$ cat src/core/aco_cfg.svh
// constants for the converter output port
`ifndef ACO_CFG_SVH
`define ACO_CFG_SVH
`define ACO_W 10
`define ACO_SIGN 10'h200
`define ACO_ADDR_W 4
`define ACO_OFS_CTRL 4'h0
`define ACO_OFS_STAT 4'h4
`define ACO_OFS_WORD 4'h8
`define ACO_OFS_CNT 4'hC
`define ACO_CTRL_PDS 0
`define ACO_CTRL_OEN 1
`define ACO_CTRL_OMODE 3:2
`define ACO_CTRL_FMT 5:4
`define ACO_CTRL_HOLD 6
`define ACO_CTRL_RST 7'h00
`define ACO_RESP_OK 2'h0
`define ACO_RESP_ERR 2'h2
`define ACO_FIFO_D 2
`endif

$ cat src/core/aco_pkg.sv
// types shared by the converter output port
`default_nettype none
package aco_pkg;
  typedef enum logic [1:0] {
    OM_FULL = 2'h0,
    OM_SIMUL = 2'h1,
    OM_INTER = 2'h2,
    OM_LVDS = 2'h3
  } aco_omode_t;
  typedef enum logic [2:0] {
    PW_RUN = 3'h1,
    PW_NAP = 3'h2,
    PW_SLEEP = 3'h4
  } aco_pwr_t;
  typedef struct packed {
    logic ovr;
    logic [9:0] code;
  } aco_word_t;
endpackage : aco_pkg
`default_nettype wire

$ cat src/core/aco_output_port.sv
// converter output port: straps over axi4-lite, encode sampling, output buses
`include "aco_cfg.svh"
`default_nettype none
// Behaviour
// - a conversion starts on the rising edge of the true encode input
// - power-down low, enable low: convert and drive the outputs that the output mode uses
// - power-down low, enable high: convert, outputs high impedance
// - power-down high, enable low: nap, outputs high impedance
// - power-down high, enable high: sleep, outputs high impedance
// - output-mode setting picks full-rate, demux simultaneous, demux interleaved, lvds
// - format setting picks binary or two's complement and stabiliser
// - two's complement: just above zero all zeros, just below all ones
// - primary bus is 10 bits, bit 9 most significant
// - second bus is 10 bits, high impedance in full-rate mode
// - primary range flag high for overflowed or underflowed word
// - second range flag likewise, high impedance in full-rate mode
// - second valid clock stays driven in full-rate mode
module aco_output_port
  import aco_pkg::*;
(
  input wire logic core_clk,
  input wire logic reset,
  input wire logic encode_clk_p,
  input wire logic encode_clk_n,
  input wire logic [9:0] convCode,
  input wire logic convOvr,
  output logic convReady,
  input wire logic [3:0] s_axi_awaddr,
  input wire logic s_axi_awvalid,
  output logic s_axi_awready,
  input wire logic [31:0] s_axi_wdata,
  input wire logic [3:0] s_axi_wstrb,
  input wire logic s_axi_wvalid,
  output logic s_axi_wready,
  output logic [1:0] s_axi_bresp,
  output logic s_axi_bvalid,
  input wire logic s_axi_bready,
  input wire logic [3:0] s_axi_araddr,
  input wire logic s_axi_arvalid,
  output logic s_axi_arready,
  output logic [31:0] s_axi_rdata,
  output logic [1:0] s_axi_rresp,
  output logic s_axi_rvalid,
  input wire logic s_axi_rready,
  output aco_word_t primary_bus_word,
  output logic primaryOeN,
  output aco_word_t second_bus_word,
  output logic secondOeN,
  output logic primary_valid_clk,
  output logic second_valid_clk,
  output logic secondClkOeN,
  output logic diff_valid_clk_p,
  output logic diff_valid_clk_n,
  output logic diffClkOeN
);

  // ==========================================
  // register slave
  logic [6:0] ctrl_q;
  logic [15:0] convCnt_q;
  logic bvalid_q;
  logic rvalid_q;
  logic [1:0] bresp_q;
  logic [1:0] rresp_q;
  logic [31:0] rdata_q;
  logic wrTake;
  logic rdTake;
  logic ctrlPds;
  logic ctrlOeN;
  logic ctrlHold;
  aco_omode_t oMode;
  logic [1:0] fmtSel;
  logic fmtTwos;
  logic stabOn;
  aco_pwr_t pwr_q;
  logic running;
  logic fifoFull;
  aco_word_t lastWord_q;

  // address and data are taken together, one write outstanding
  assign wrTake = s_axi_awvalid & s_axi_wvalid & ~bvalid_q;
  assign rdTake = s_axi_arvalid & ~rvalid_q;
  assign s_axi_awready = wrTake;
  assign s_axi_wready = wrTake;
  assign s_axi_arready = rdTake;
  assign s_axi_bvalid = bvalid_q;
  assign s_axi_bresp = bresp_q;
  assign s_axi_rvalid = rvalid_q;
  assign s_axi_rresp = rresp_q;
  assign s_axi_rdata = rdata_q;

  assign ctrlPds = ctrl_q[`ACO_CTRL_PDS];
  assign ctrlOeN = ctrl_q[`ACO_CTRL_OEN];
  assign ctrlHold = ctrl_q[`ACO_CTRL_HOLD];
  assign oMode = aco_omode_t'(ctrl_q[`ACO_CTRL_OMODE]);
  assign fmtSel = ctrl_q[`ACO_CTRL_FMT];
  assign fmtTwos = fmtSel[1];
  assign stabOn = fmtSel[1] ^ fmtSel[0];

  always_ff @(posedge core_clk) begin
    if (reset) begin
      ctrl_q <= `ACO_CTRL_RST;
    end else if (wrTake && s_axi_awaddr == `ACO_OFS_CTRL && s_axi_wstrb[0]) begin
      ctrl_q <= s_axi_wdata[6:0];
    end
  end

  always_ff @(posedge core_clk) begin
    if (reset) begin
      bvalid_q <= 1'b0;
      bresp_q <= `ACO_RESP_OK;
    end else if (wrTake) begin
      bvalid_q <= 1'b1;
      // only the control word is writable
      bresp_q <= (s_axi_awaddr == `ACO_OFS_CTRL) ? `ACO_RESP_OK : `ACO_RESP_ERR;
    end else if (s_axi_bready) begin
      bvalid_q <= 1'b0;
    end
  end

  always_ff @(posedge core_clk) begin
    if (reset) begin
      rvalid_q <= 1'b0;
      rresp_q <= `ACO_RESP_OK;
      rdata_q <= 32'h0;
    end else if (rdTake) begin
      rvalid_q <= 1'b1;
      rresp_q <= `ACO_RESP_OK;
      case (s_axi_araddr)
        `ACO_OFS_CTRL: rdata_q <= {25'h0, ctrl_q};
        `ACO_OFS_STAT: rdata_q <= {26'h0, fifoFull, stabOn, fmtTwos, pwr_q};
        `ACO_OFS_WORD: rdata_q <= {21'h0, lastWord_q};
        `ACO_OFS_CNT: rdata_q <= {16'h0, convCnt_q};
        default: begin
          rdata_q <= 32'h0;
          rresp_q <= `ACO_RESP_ERR;
        end
      endcase
    end else if (s_axi_rready) begin
      rvalid_q <= 1'b0;
    end
  end

  // ==========================================
  // power state
  always_ff @(posedge core_clk) begin
    if (reset) begin
      pwr_q <= PW_RUN;
    end else begin
      case ({ctrlPds, ctrlOeN})
        2'b10: pwr_q <= PW_NAP;
        2'b11: pwr_q <= PW_SLEEP;
        default: pwr_q <= PW_RUN;
      endcase
    end
  end
  assign running = (pwr_q == PW_RUN);

  // ==========================================
  // encode clock sampling
  logic encPMeta_q;
  logic encPSync_q;
  logic encNMeta_q;
  logic encNSync_q;
  logic encLvl_q;
  logic encLvl;
  logic encRise;
  logic encFall;

  always_ff @(posedge core_clk) begin
    if (reset) begin
      encPMeta_q <= 1'b0;
      encPSync_q <= 1'b0;
      encNMeta_q <= 1'b1;
      encNSync_q <= 1'b1;
      encLvl_q <= 1'b0;
    end else begin
      encPMeta_q <= encode_clk_p;
      encPSync_q <= encPMeta_q;
      encNMeta_q <= encode_clk_n;
      encNSync_q <= encNMeta_q;
      encLvl_q <= encLvl;
    end
  end
  // true leg rising is complement leg falling
  assign encLvl = encPSync_q & ~encNSync_q;
  assign encRise = encLvl & ~encLvl_q;
  assign encFall = ~encLvl & encLvl_q;

  // ==========================================
  // two-entry word buffer
  aco_word_t fifoMem_q [`ACO_FIFO_D];
  logic wrPtr_q;
  logic rdPtr_q;
  logic [1:0] fifoCnt_q;
  logic push;
  logic pop;
  logic fifoValid;
  aco_word_t head;
  aco_word_t fmtWord;

  assign fifoFull = (fifoCnt_q == 2'(`ACO_FIFO_D));
  assign convReady = ~fifoFull;
  assign fifoValid = (fifoCnt_q != 2'h0);
  // one conversion per encode rising edge
  assign push = encRise & running & convReady;
  // hold stalls the drain so the buffer backs up into convReady
  assign pop = encRise & running & fifoValid & ~ctrlHold;
  assign head = fifoMem_q[rdPtr_q];

  always_ff @(posedge core_clk) begin
    if (push) begin
      fifoMem_q[wrPtr_q] <= '{ovr: convOvr, code: convCode};
    end
  end

  always_ff @(posedge core_clk) begin
    if (reset) begin
      wrPtr_q <= 1'b0;
      rdPtr_q <= 1'b0;
      fifoCnt_q <= 2'h0;
      convCnt_q <= 16'h0;
    end else begin
      wrPtr_q <= wrPtr_q ^ push;
      rdPtr_q <= rdPtr_q ^ pop;
      fifoCnt_q <= fifoCnt_q + 2'(push) - 2'(pop);
      convCnt_q <= convCnt_q + 16'(push);
    end
  end

  // two's complement flips the msb of the offset code
  assign fmtWord = '{ovr: head.ovr, code: fmtTwos ? head.code ^ `ACO_SIGN : head.code};

  // ==========================================
  // output buses and valid clocks
  aco_word_t busA_q;
  aco_word_t busB_q;
  aco_word_t stage_q;
  logic clkA_q;
  logic clkB_q;
  logic bankSel_q;
  logic demux;

  assign demux = (oMode == OM_SIMUL) || (oMode == OM_INTER);

  always_ff @(posedge core_clk) begin
    if (reset) begin
      busA_q <= '0;
      busB_q <= '0;
      stage_q <= '0;
      clkA_q <= 1'b0;
      clkB_q <= 1'b0;
      bankSel_q <= 1'b0;
      lastWord_q <= '0;
    end else if (pop) begin
      lastWord_q <= fmtWord;
      bankSel_q <= demux ? ~bankSel_q : 1'b0;
      case (oMode)
        // alternate words go to a then b
        OM_INTER: begin
          if (!bankSel_q) begin
            busA_q <= fmtWord;
            clkA_q <= 1'b1;
            clkB_q <= 1'b0;
          end else begin
            busB_q <= fmtWord;
            clkB_q <= 1'b1;
            clkA_q <= 1'b0;
          end
        end
        // even word staged, both buses move on odd
        OM_SIMUL: begin
          if (!bankSel_q) begin
            stage_q <= fmtWord;
            clkA_q <= 1'b0;
            clkB_q <= 1'b1;
          end else begin
            busA_q <= stage_q;
            busB_q <= fmtWord;
            clkA_q <= 1'b1;
            clkB_q <= 1'b0;
          end
        end
        default: begin
          // full-rate and lvds use the primary bus
          busA_q <= fmtWord;
          clkA_q <= 1'b1;
          clkB_q <= 1'b1;
        end
      endcase
    end else if (encFall && !demux) begin
      // falling valid clock mid-word gives the capture edge
      clkA_q <= 1'b0;
      clkB_q <= 1'b0;
    end
  end

  assign primary_bus_word = busA_q;
  assign second_bus_word = busB_q;
  assign primary_valid_clk = clkA_q;
  assign second_valid_clk = clkB_q;
  assign diff_valid_clk_p = clkA_q;
  assign diff_valid_clk_n = ~clkA_q;

  // ==========================================
  // output enables, low while driving
  logic pOeN_q;
  logic sOeN_q;
  logic sClkOeN_q;
  logic dClkOeN_q;
  logic drive;

  // drive only when running with enable low
  assign drive = ~ctrlPds & ~ctrlOeN;

  always_ff @(posedge core_clk) begin
    if (reset) begin
      pOeN_q <= 1'b1;
      sOeN_q <= 1'b1;
      sClkOeN_q <= 1'b1;
      dClkOeN_q <= 1'b1;
    end else begin
      // other power states float the pins
      pOeN_q <= ~drive;
      // second bus floats in full-rate and lvds
      sOeN_q <= ~(drive & demux);
      // second clock driven in every cmos mode
      sClkOeN_q <= ~(drive & (oMode != OM_LVDS));
      dClkOeN_q <= ~(drive & (oMode == OM_LVDS));
    end
  end
  assign primaryOeN = pOeN_q;
  assign secondOeN = sOeN_q;
  assign secondClkOeN = sClkOeN_q;
  assign diffClkOeN = dClkOeN_q;
endmodule : aco_output_port
`default_nettype wire

$ cat config.mk
export PLATFORM = sky130hd
export DESIGN_NAME = aco_output_port
export DESIGN_NICKNAME = d
export VERILOG_FILES = /design/src/core/aco_pkg.sv /design/src/core/aco_output_port.sv
export VERILOG_INCLUDE_DIRS = /design/src /design/src/core
export SDC_FILE = /design/constraint.sdc
export NUM_CORES = 1
export LEC_CHECK = 0
export BUFFER_PORTS_ARGS = -buffer_cell sky130_fd_sc_hd__buf_2
export CAP_MARGIN = 0
export CORE_MARGIN = 2
export CORE_UTILIZATION = 45
export CTS_CLUSTER_SIZE = 14
export DETAILED_ROUTE_END_ITERATION = 6
export PLACE_DENSITY = 0.71
export SYNTH_ARGS = -nofsm -noshare
export SYNTH_HDL_FRONTEND = slang
export SYNTH_SLANG_ARGS = --single-unit
export TNS_END_PERCENT = 30
$ cat constraint.sdc
create_clock -name core_clk -period 6.5 [get_ports core_clk]
set_clock_uncertainty 0.05 [all_clocks]
set_input_delay 0.65 -clock core_clk [delete_from_list [all_inputs] [get_ports core_clk]]
set_output_delay 0.65 -clock core_clk [all_outputs]
set_load 0.05 [all_outputs]
==> results of run 1 <==
## synth_stat cells, drive strengths merged (2+ instances only)
cell / n / area share (%)
a22oi: 10 / 1.4
o31ai: 2 / 0.28
and4: 3 / 0.49
xnor2: 6 / 0.98
clkbuf: 18 / 1.3
nor4b: 2 / 0.73
or4: 2 / 0.28
nor2: 88 / 6.2
nand2: 23 / 1.8
nor3: 2 / 0.19
dfxtp: 106 / 40
xor2: 10 / 1.6
a211oi: 11 / 1.5
inv: 12 / 0.84
a311oi: 3 / 0.49
a2bb2oi: 4 / 0.66
buf: 32 / 4.1
nand4: 7 / 0.94
ha: 9 / 2.1
o211ai: 3 / 0.42
or3: 2 / 0.23
nand2b: 7 / 0.82
mux2: 12 / 2.5
edfxtp: 22 / 12
nand3: 7 / 0.66
and3: 4 / 0.47
mux4: 4 / 1.8
nor2b: 7 / 0.82
o21ai: 13 / 1.2
or2: 2 / 0.23
a21oi: 10 / 0.94
mux2i: 59 / 11
## routing by layer
| layer | GRT usage [%] | vias to the layer above |
|---|---|---|
| met4 | 6.91 | 0 |
| met5 | 0 | - |
| met3 | 5.41 | 14 |
| met1 | 22.6 | 1806 |
| li1 | - | 1899 |
| met2 | 31.3 | 111 |
## cell usage in the layout, fill, tap and decap left out, types with 4 or more instances in the layout
cell type / instances
nand3_1: 7
mux2i_1: 59
xor2_1: 10
conb_1: 18
dfxtp_1: 106
nor2b_1: 7
a2bb2oi_1: 4
nand2_1: 22
a21oi_1: 10
and3_1: 4
a211oi_1: 11
xnor2_1: 6
o21ai_0: 11
nand2b_1: 7
buf_2: 89
nor2_1: 88
clkbuf_16: 18
mux2_2: 11
edfxtp_1: 22
inv_1: 12
a22oi_1: 10
clkinvlp_4: 6
nand4_1: 6
ha_1: 9
## kinds of logic (layout without fill, tap and decap cells)
group	Yosys count	in the layout	share of synthesized area (%)
simple gates	160	160	14.3
flops	128	128	52.1
mux	75	75	15.3
buf+inv	62	135	6.18
compound gates	58	58	7.30
xor+xnor	16	16	2.62
fa+ha+maj	9	9	2.11
other cells	1	18	0.0702
## sequential cells by signal, indices dropped and copies added (netlist names), 2 cells and up
name              cells
fifoMem_q            22
stage_q              11
second_bus_word      11
s_axi_rdata          16
convCnt_q            16
lastWord_q           11
fifoCnt_q             2
ctrl_q                7
primary_bus_word     11
pwr_q                 3
## cell type report
class,count,area (um2)
fill,999,5170
clock inverter,14,133
clock buffer,18,450
sequential,128,2780
timing repair buffer,91,460
inverter,12,45.0
multi-input combinational,336,2300
tap,143,179
## metrics by stage
stage               setup slack (ns)  std cells  power, mW  area, um2  hold WS, ns
finish                          3.59        742       1.81       6350        0.368
global route                    3.32        742       1.86       6350        0.362
CTS                             3.55        742       1.82       6350        0.357
detailed placement              3.63        710      0.913       5760        0.361
global placement                3.73        710      0.912       5760        0.343
floorplan                       4.14        526      0.901       5410        0.339
## worst reg2reg max path, stage by stage (launching register included)
cell and delay [ns]:
dfxtp_1 0.34, nor4b_2 0.50, and3_1 0.90, ha_1 0.37
inv_1 0.06, ha_1 0.17, xor2_1 0.17, xnor2_1 0.14
nor2_1 0.05
## power groups by stage
stage	Clock [mW]	Sequential [mW]	Combinational, mW
2_1_floorplan	0	0.840	0.0612
3_3_place_gp	0	0.830	0.0814
3_5_place_dp	0	0.831	0.0828
4_1_cts	0.927	0.814	0.0830
5_1_grt	0.959	0.814	0.0882
6_report	0.917	0.813	0.0831
## path summary, 6_finish.rpt
path              startpoint           end  slack, ns  depth (start not counted)
setup / recovery    encLvl_q  fifoCnt_q[1]       3.59                          8
hold / removal    encNMeta_q    encNSync_q       0.37                          1
setup reg to reg    encLvl_q  fifoCnt_q[1]       3.59                          8
hold reg to reg   encNMeta_q    encNSync_q       0.37                          1
==> flow_metrics.tcl, run 1 <==
set metrics [dict create \
    viasPerCell 5.16 \
    rsz0062_at_grt "no" \
    area_growth_pct 18.7 \
    dr_wl_met3_um 564 \
    post_cts_resized 0 \
    diodes 0 \
    seqPwrFrac_pct 44.9 \
    crit_slowest_cell "and3_1" \
    die_w_um 113 \
    drc 11 \
    cts_hold_buf 0 \
    critPathMaxFanout 29 \
    cts.clk_slew.worst_paths_ns 0.06 \
    portBuffers 89 \
    finalCriticalPeriod_ns 2.91 \
    numCtsBuffers 17 \
    synth_area_um2 5350 \
    cp.arrival_ns 3.12 \
    synthDistinctLibCells 48 \
    syn_inst 509 \
    wire_per_inst_um 15.3 \
    post_cts_buffers 0 \
    finalSetupViolCount 0 \
    ios 136 \
    hold_viol 0 \
    yosysSeqAreaShare_pct 52.1 \
    grt_pass1_wl_um 18300 \
    drive_gt1_share_pct 23.9 \
    swShare_pct 23.8 \
    utilization_pct 55.1 \
    wirelength_um 11300 \
    die_h_um 113 \
    dieArea_um2 12800 \
    nets 659 \
    fmax_ghz 0.344 \
    required_ns 6.71 \
    async_flop_share_pct 0 \
    synth-edff-count 22 \
    dpl.hpwl_um 7740 \
    drtPass1Iterations 7 \
    num_vias 3830 \
    cp_cell_sequence "nor4b_2 -> and3_1 -> ha_1 -> inv_1 -> ha_1 -> xor2_1 -> xnor2_1 -> nor2_1" \
    startpoint_type "flop" \
    violations "DRC" \
    highest_layer "met4" \
    placementRows 39 \
    yosysWarnings 0 \
    worst_slew_pin_slew_ns 1.14 \
    ys_ff_latch 128 \
    peakVddDrop_mv 0.235 \
    p_clk_share_pct 50.6 \
    pwr-share-comb_pct 4.6 \
    p_switching_mw 0.432 \
    ys.flop_type "dfxtp_1" \
    clock_sink_count 128 \
    antenna_found_initial 0 \
    htree_levels 4 \
    cts_buffer_depth 2 \
    path_delay_family "simple AND/OR/NAND/NOR gates" \
    grt_overflow 0 \
    root_buffer "clkbuf_16" \
    max_stage_delay_ns 0.90 \
    clk_latency_ns 0.42 \
    wl_met2_um 5640 \
    max_cap_violations 0 \
    grt_usage_pct 18.6 \
    setup_tns_ns 0 \
    grt_max_degree 102 \
    cts_tree "done" \
    p_leak_nw 2.75 \
    core-area_um2 11500 \
    grt_pass1_vias 3666 \
    dr.first_iter.drc_count 282 \
    detail-route-antenna-nets 0 \
    holdCritPathClass "flop to flop" \
    path_buf_inv 1 \
    path_class "flop to flop" \
    path_common_cell "ha_1" \
    p_per_area_nw_per_um2 286 \
    status "finished, violations left" \
    place.gp.congestion 0.801 \
    endpoint_kind "flop" \
    avgSynthCellArea_um2 10.5 \
    p_int_mw 1.38 \
    slew-limit-headroom_pct 24.2 \
    initial_core_util_pct 46.4 \
    wl_met1_um 4980 \
    drv_slew 0 \
    period_share_pct 44.7 \
]
(Power assumes the default switching activity.)
==> inputs of run 2 (changes only) <==
Clock period 6.5 ns to 2.83 ns, I/O delays scaled along.
==> flow_metrics.tcl, run 2 (synthesized netlist as in run 1, its figures left out) <==
set metrics [dict create \
    fmax_ghz 0.416 \
    diodes 0 \
    final_cell_mix "dfxtp_1, buf_2, nor2_1" \
    startpoint_type "flop" \
    violations "DRC" \
    post_cts_buffers 0 \
    die_h_um 113 \
    post_cts_resized 0 \
    power.total_mw 4.29 \
    nets 665 \
    place.gp.congestion 0.752 \
    antenna_found_initial 0 \
    p_per_area_nw_per_um2 666 \
    drive_gt1_share_pct 24.0 \
    numCtsBuffers 17 \
    status "finished, violations left" \
    hold_ws_ns 0.0220 \
    area_growth_pct 20.5 \
    path_class "flop to flop" \
    hold_viol 0 \
    finalSetupViolCount 0 \
    min_to "fifoMem_q[1][3]" \
    dieArea_um2 12800 \
    endpoint_kind "flop" \
    cp_cell_sequence "nor4b_2 -> and3_1 -> ha_1 -> nand2_4 -> or4_1 -> a21oi_1" \
    core-area_um2 11500 \
    rrSetupSlack_ns 0.43 \
    root_buffer "clkbuf_16" \
    rsz0062_at_grt "no" \
    min_from "convCode[3]" \
    initial_core_util_pct 46.4 \
    holdCritPathClass "input port to flop" \
    rr_endpoint "convCnt_q[14]" \
    finalNonFillerCells 748 \
    drtPass1Iterations 7 \
    path_buf_inv 0 \
    cts_hold_buf 1 \
    viasPerCell 5.21 \
    cts_buffer_depth 2 \
    wirelength_um 11400 \
    path_delay_family "simple AND/OR/NAND/NOR gates" \
    worst_slew_pin_slew_ns 0.893 \
    dpl.hpwl_um 7910 \
    cts.clk_slew.worst_paths_ns 0.06 \
    grt_pass1_vias 3817 \
    crit_slowest_cell "or4_1" \
    cp.arrival_ns 2.68 \
    largest_register "fifoMem_q" \
    dr.first_iter.drc_count 253 \
    p_leak_nw 2.81 \
    detail-route-antenna-nets 0 \
    reg2reg_from "encLvl_q" \
    slew-limit-headroom_pct 40.5 \
    portBuffers 89 \
    grt_max_degree 54 \
    clock_sink_count 128 \
    cts_tree "done" \
    wire_per_inst_um 15.2 \
    whs_path_depth 1 \
    r2r_cells 6 \
    required_ns 3.11 \
    clk_latency_ns 0.40 \
    htree_levels 4 \
    grt_overflow 0 \
    area.sequential_um2 2780 \
    period_share_pct 85.0 \
    max_cap_violations 0 \
    largest_register_ffs 22 \
    placementRows 39 \
    place_area_um2 5810 \
    critPathMaxFanout 6 \
    mostFrequentLayoutCell "dfxtp_1" \
    peakVddDrop_mv 0.492 \
    setup_tns_ns 0 \
    max_stage_delay_ns 0.51 \
    finalCriticalPeriod_ns 2.40 \
    num_vias 3899 \
    ios 136 \
    drv_slew 0 \
    grt_pass1_wl_um 18500 \
    placedCellCount 715 \
    fin_area_um2 6440 \
    multi_input_area_um2 2300 \
    grt_usage_pct 18.4 \
    die_w_um 113 \
    fillers 988 \
    drc 11 \
]
run 2: cell count changes in the layout (fill, tap and decap cells not counted):
cell | before | now
buf_4 | 2 | 6
clkinvlp_4 | 6 | 2
inv_6 | 3 | 0
bufinv_16 | 1 | 3
clkbuf_1 | 0 | 2
clkbuf_8 | 0 | 2
clkinv_2 | 1 | 3
clkinv_4 | 3 | 1
buf_12 | 0 | 1
clkinv_1 | 0 | 1
dlygate4sd3_1 | 0 | 1
run 2: area by class of cell:
| class | count | share of cell area, % |
|---|---|---|
| timing repair buffer | 97 | 8.08 |
| sequential | 128 | 43.2 |
| clock buffer | 22 | 7.54 |
| clock inverter | 10 | 2.06 |
| tap | 143 | 2.78 |
| inverter | 12 | 0.699 |
| multi-input combinational | 336 | 35.6 |
run 2: metrics by stage:
stage          util [%]  setup slack [ns]
4_1_cts            55.9             0.441
3_3_place_gp       50.5             0.528
6_report           55.9             0.426
2_1_floorplan         -             0.628
3_5_place_dp       50.5             0.483
5_1_grt            55.9             0.287
run 2: how the worst max path moves through the flow:
stage | startpoint | to | cells after the start
detailed placement | encLvl_q | convCnt_q[14] | 6
finish | encLvl_q | convCnt_q[14] | 6
global placement | encLvl_q | convCnt_q[14] | 6
CTS | encLvl_q | convCnt_q[14] | 6
floorplan | encLvl_q | fifoCnt_q[1] | 10
global route | encLvl_q | convCnt_q[14] | 6
run 2: routing by layer:
metal,track usage (%),routed length (um),vias to the layer above
li1,-,-,1901
met1,21.7,4960,1893
met2,32.7,5830,98
met3,5.46,525,7
met4,4.88,75,0
met5,0,0,-
run 2: worst reg2reg max path: cells and delay by family, from the launching register on:
family | cells | cell delay [ns]
AO/OA/AOI/OAI | 1 | 0.15
flip-flops | 1 | 0.33
AND/OR/NAND/NOR | 4 | 1.41
adder cells (fa/ha/maj) | 1 | 0.39
run 2: power breakdown:
part           internal [mW]  leakage [nW]  switching (mW)  total, mW
combinational         0.0455          1.46           0.148      0.194
clock                   1.48         0.299           0.748       2.23
sequential              1.86          1.05         0.00602       1.87
total                   3.39          2.81           0.902       4.29
==> inputs of run 3 (changes only) <==
Settings changed: ABC_AREA set to 1.
Clock period 2.83 ns to 2.4 ns, I/O delays scaled along.
==> flow_metrics.tcl, run 3 <==
set metrics [dict create \
    grt_usage_pct 19.4 \
    root_buffer "clkbuf_16" \
    grt_pass1_vias 4468 \
    max_stage_delay_ns 0.34 \
    ios 136 \
    required_ns 2.66 \
    pwr-share-comb_pct 5.9 \
    yosysSeqAreaShare_pct 48.8 \
    setup_tns_ns 0 \
    ys.flop_type "dfxtp_1" \
    placementRows 41 \
    largest_register "fifoMem_q" \
    die_h_um 117 \
    drc 0 \
    p_switching_mw 1.19 \
    clk_latency_ns 0.42 \
    utilization_pct 55.6 \
    htree_levels 4 \
    portBuffers 89 \
    grt_pass1_wl_um 20300 \
    p_leak_nw 3.22 \
    status "completed" \
    yosysMostFrequentCell "nand2_1" \
    crit_slowest_cell "dfxtp_1" \
    place.gp.congestion 0.815 \
    synthDistinctLibCells 34 \
    fin_area_um2 6930 \
    drive_gt1_share_pct 16.9 \
    endpoint_kind "flop" \
    path_class "flop to flop" \
    nets 935 \
    diodes 0 \
    rsz0062_at_grt "no" \
    peakVddDrop_mv 0.568 \
    area.sequential_um2 2780 \
    finalSetupViolCount 0 \
    antenna_found_initial 0 \
    post_cts_buffers 0 \
    synth_top_area_share_pct 37.3 \
    grt_max_degree 43 \
    detail-route-antenna-nets 0 \
    period_share_pct 83.9 \
    syn_inst 764 \
    drtPass1Iterations 4 \
    worst_slew_pin_slew_ns 0.772 \
    dr.first_iter.drc_count 351 \
    wire_per_inst_um 11.8 \
    dpl.hpwl_um 8490 \
    wirelength_um 12400 \
    largest_register_ffs 22 \
    fmax_ghz 0.496 \
    swShare_pct 23.2 \
    finalCriticalPeriod_ns 2.01 \
    mostFrequentLayoutCell "nand2_1" \
    pre_cts_ws_ns 0.295 \
    yosysWarnings 0 \
    p_int_mw 3.94 \
    p_per_area_nw_per_um2 740 \
    initial_core_util_pct 45.7 \
    drv_slew 0 \
    synth_commonest_cells "nand2_1, inv_1, dfxtp_1" \
    grt_overflow 0 \
    fin_ws_ns 0.386 \
    clock_sink_count 128 \
    cts.clk_slew.worst_paths_ns 0.06 \
    place_area_um2 6190 \
    dieArea_um2 13600 \
    viasPerCell 4.59 \
    seqPwrFrac_pct 43.1 \
    slew-limit-headroom_pct 48.0 \
    die_w_um 117 \
    cp.arrival_ns 2.28 \
    async_flop_share_pct 0 \
    p_clk_share_pct 51.0 \
    holdCritPathClass "input port to flop" \
    cts_buffer_depth 2 \
    area_growth_pct 21.7 \
    ys_ff_latch 128 \
    rrSetupSlack_ns 0.39 \
    synth-edff-count 22 \
    numCtsBuffers 17 \
    fillers 1177 \
    multi_input_area_um2 2220 \
    core-area_um2 12500 \
    hold_viol 0 \
    yosys.area.top_type "dfxtp_1" \
    synth_area_um2 5700 \
    final_cell_mix "nand2_1, inv_1, dfxtp_1" \
    num_vias 4806 \
    startpoint_type "flop" \
    avgSynthCellArea_um2 7.46 \
    critPathMaxFanout 5 \
    cts_tree "done" \
    synth_area_leaders "dfxtp_1, edfxtp_1, nand2_1, inv_1, nor2_1" \
    cp_cell_sequence "inv_1 -> nor2_2 -> nand3_2 -> nor2_2 -> ha_1 -> nand2_1 -> inv_1 -> nand3_1 -> nor2_1 -> nand2_1 -> o21ai_0 -> nor2_1" \
    max_cap_violations 0 \
]
## run 3: power groups by stage
| stage | logic, mW | registers (mW) | clock network, mW |
|---|---|---|---|
| global placement | 0.286 | 2.26 | 0 |
| finish | 0.304 | 2.21 | 2.61 |
| detailed placement | 0.287 | 2.26 | 0 |
| floorplan | 0.190 | 2.30 | 0 |
| CTS | 0.304 | 2.21 | 2.65 |
| global route | 0.331 | 2.21 | 2.74 |
## run 3: logic make-up (layout without fill, tap and decap cells)
family / count (synthesis) / after routing / synth area share (%)
simple gates: 334 / 334 / 24.5
buf+inv: 170 / 264 / 13.4
flops: 128 / 128 / 48.8
compound gates: 118 / 118 / 10.6
fa+ha+maj: 9 / 9 / 1.98
xor+xnor: 4 / 4 / 0.615
other cells: 1 / 18 / 0.0658
## run 3: layout make-up
type / count / share of cell area [%]
multi-input cells: 483 / 32.0
inverters: 121 / 6.55
repair buffers: 111 / 9.46
well taps: 172 / 3.10
clock inverters: 13 / 2.36
clock buffers: 19 / 6.39
flip-flops and latches: 128 / 40.1
## run 3: path summary, 6_finish.rpt
kind	startpoint	to	cells after the start
worst max-delay path	encPSync_q	convCnt_q[13]	12
worst min-delay path	s_axi_bready	s_axi_bvalid	4
worst max register to register	encPSync_q	convCnt_q[13]	12
worst min register to register	encNMeta_q	encNSync_q	1
## run 3: layer usage
layer  global-route usage [%]  vias to the layer above  routed length [um]
li1                         -                     2550                   -
met1                     23.7                     2128                5630
met2                     32.3                      107                5810
met3                     5.14                       21                 646
met4                     8.89                        0                 270
met5                        0                        -                   0
## run 3: what timing repair did
action	CTS	global route
hold buffers	13	0
resized for setup	0	1
setup endpoints to repair	0	2
hold endpoints to repair	24	0
## run 3: metrics by stage
stage	std cells	power [mW]	hold WS [ns]
global route	1047	5.28	0.0198
detailed placement	1002	2.54	0.343
floorplan	781	2.49	0.289
CTS	1047	5.16	0.000474
finish	1047	5.13	0.0122
global placement	1002	2.54	0.344
## run 3: worst max-delay path, delay by kind of cell (launching register included)
family                     cells  cell delay, ns
AOI/OAI and AO/OA              1            0.15
adders and majority gates      1            0.21
DFF                            1            0.34
and+or+nand+nor                8            1.00
buffers and inverters          2            0.15
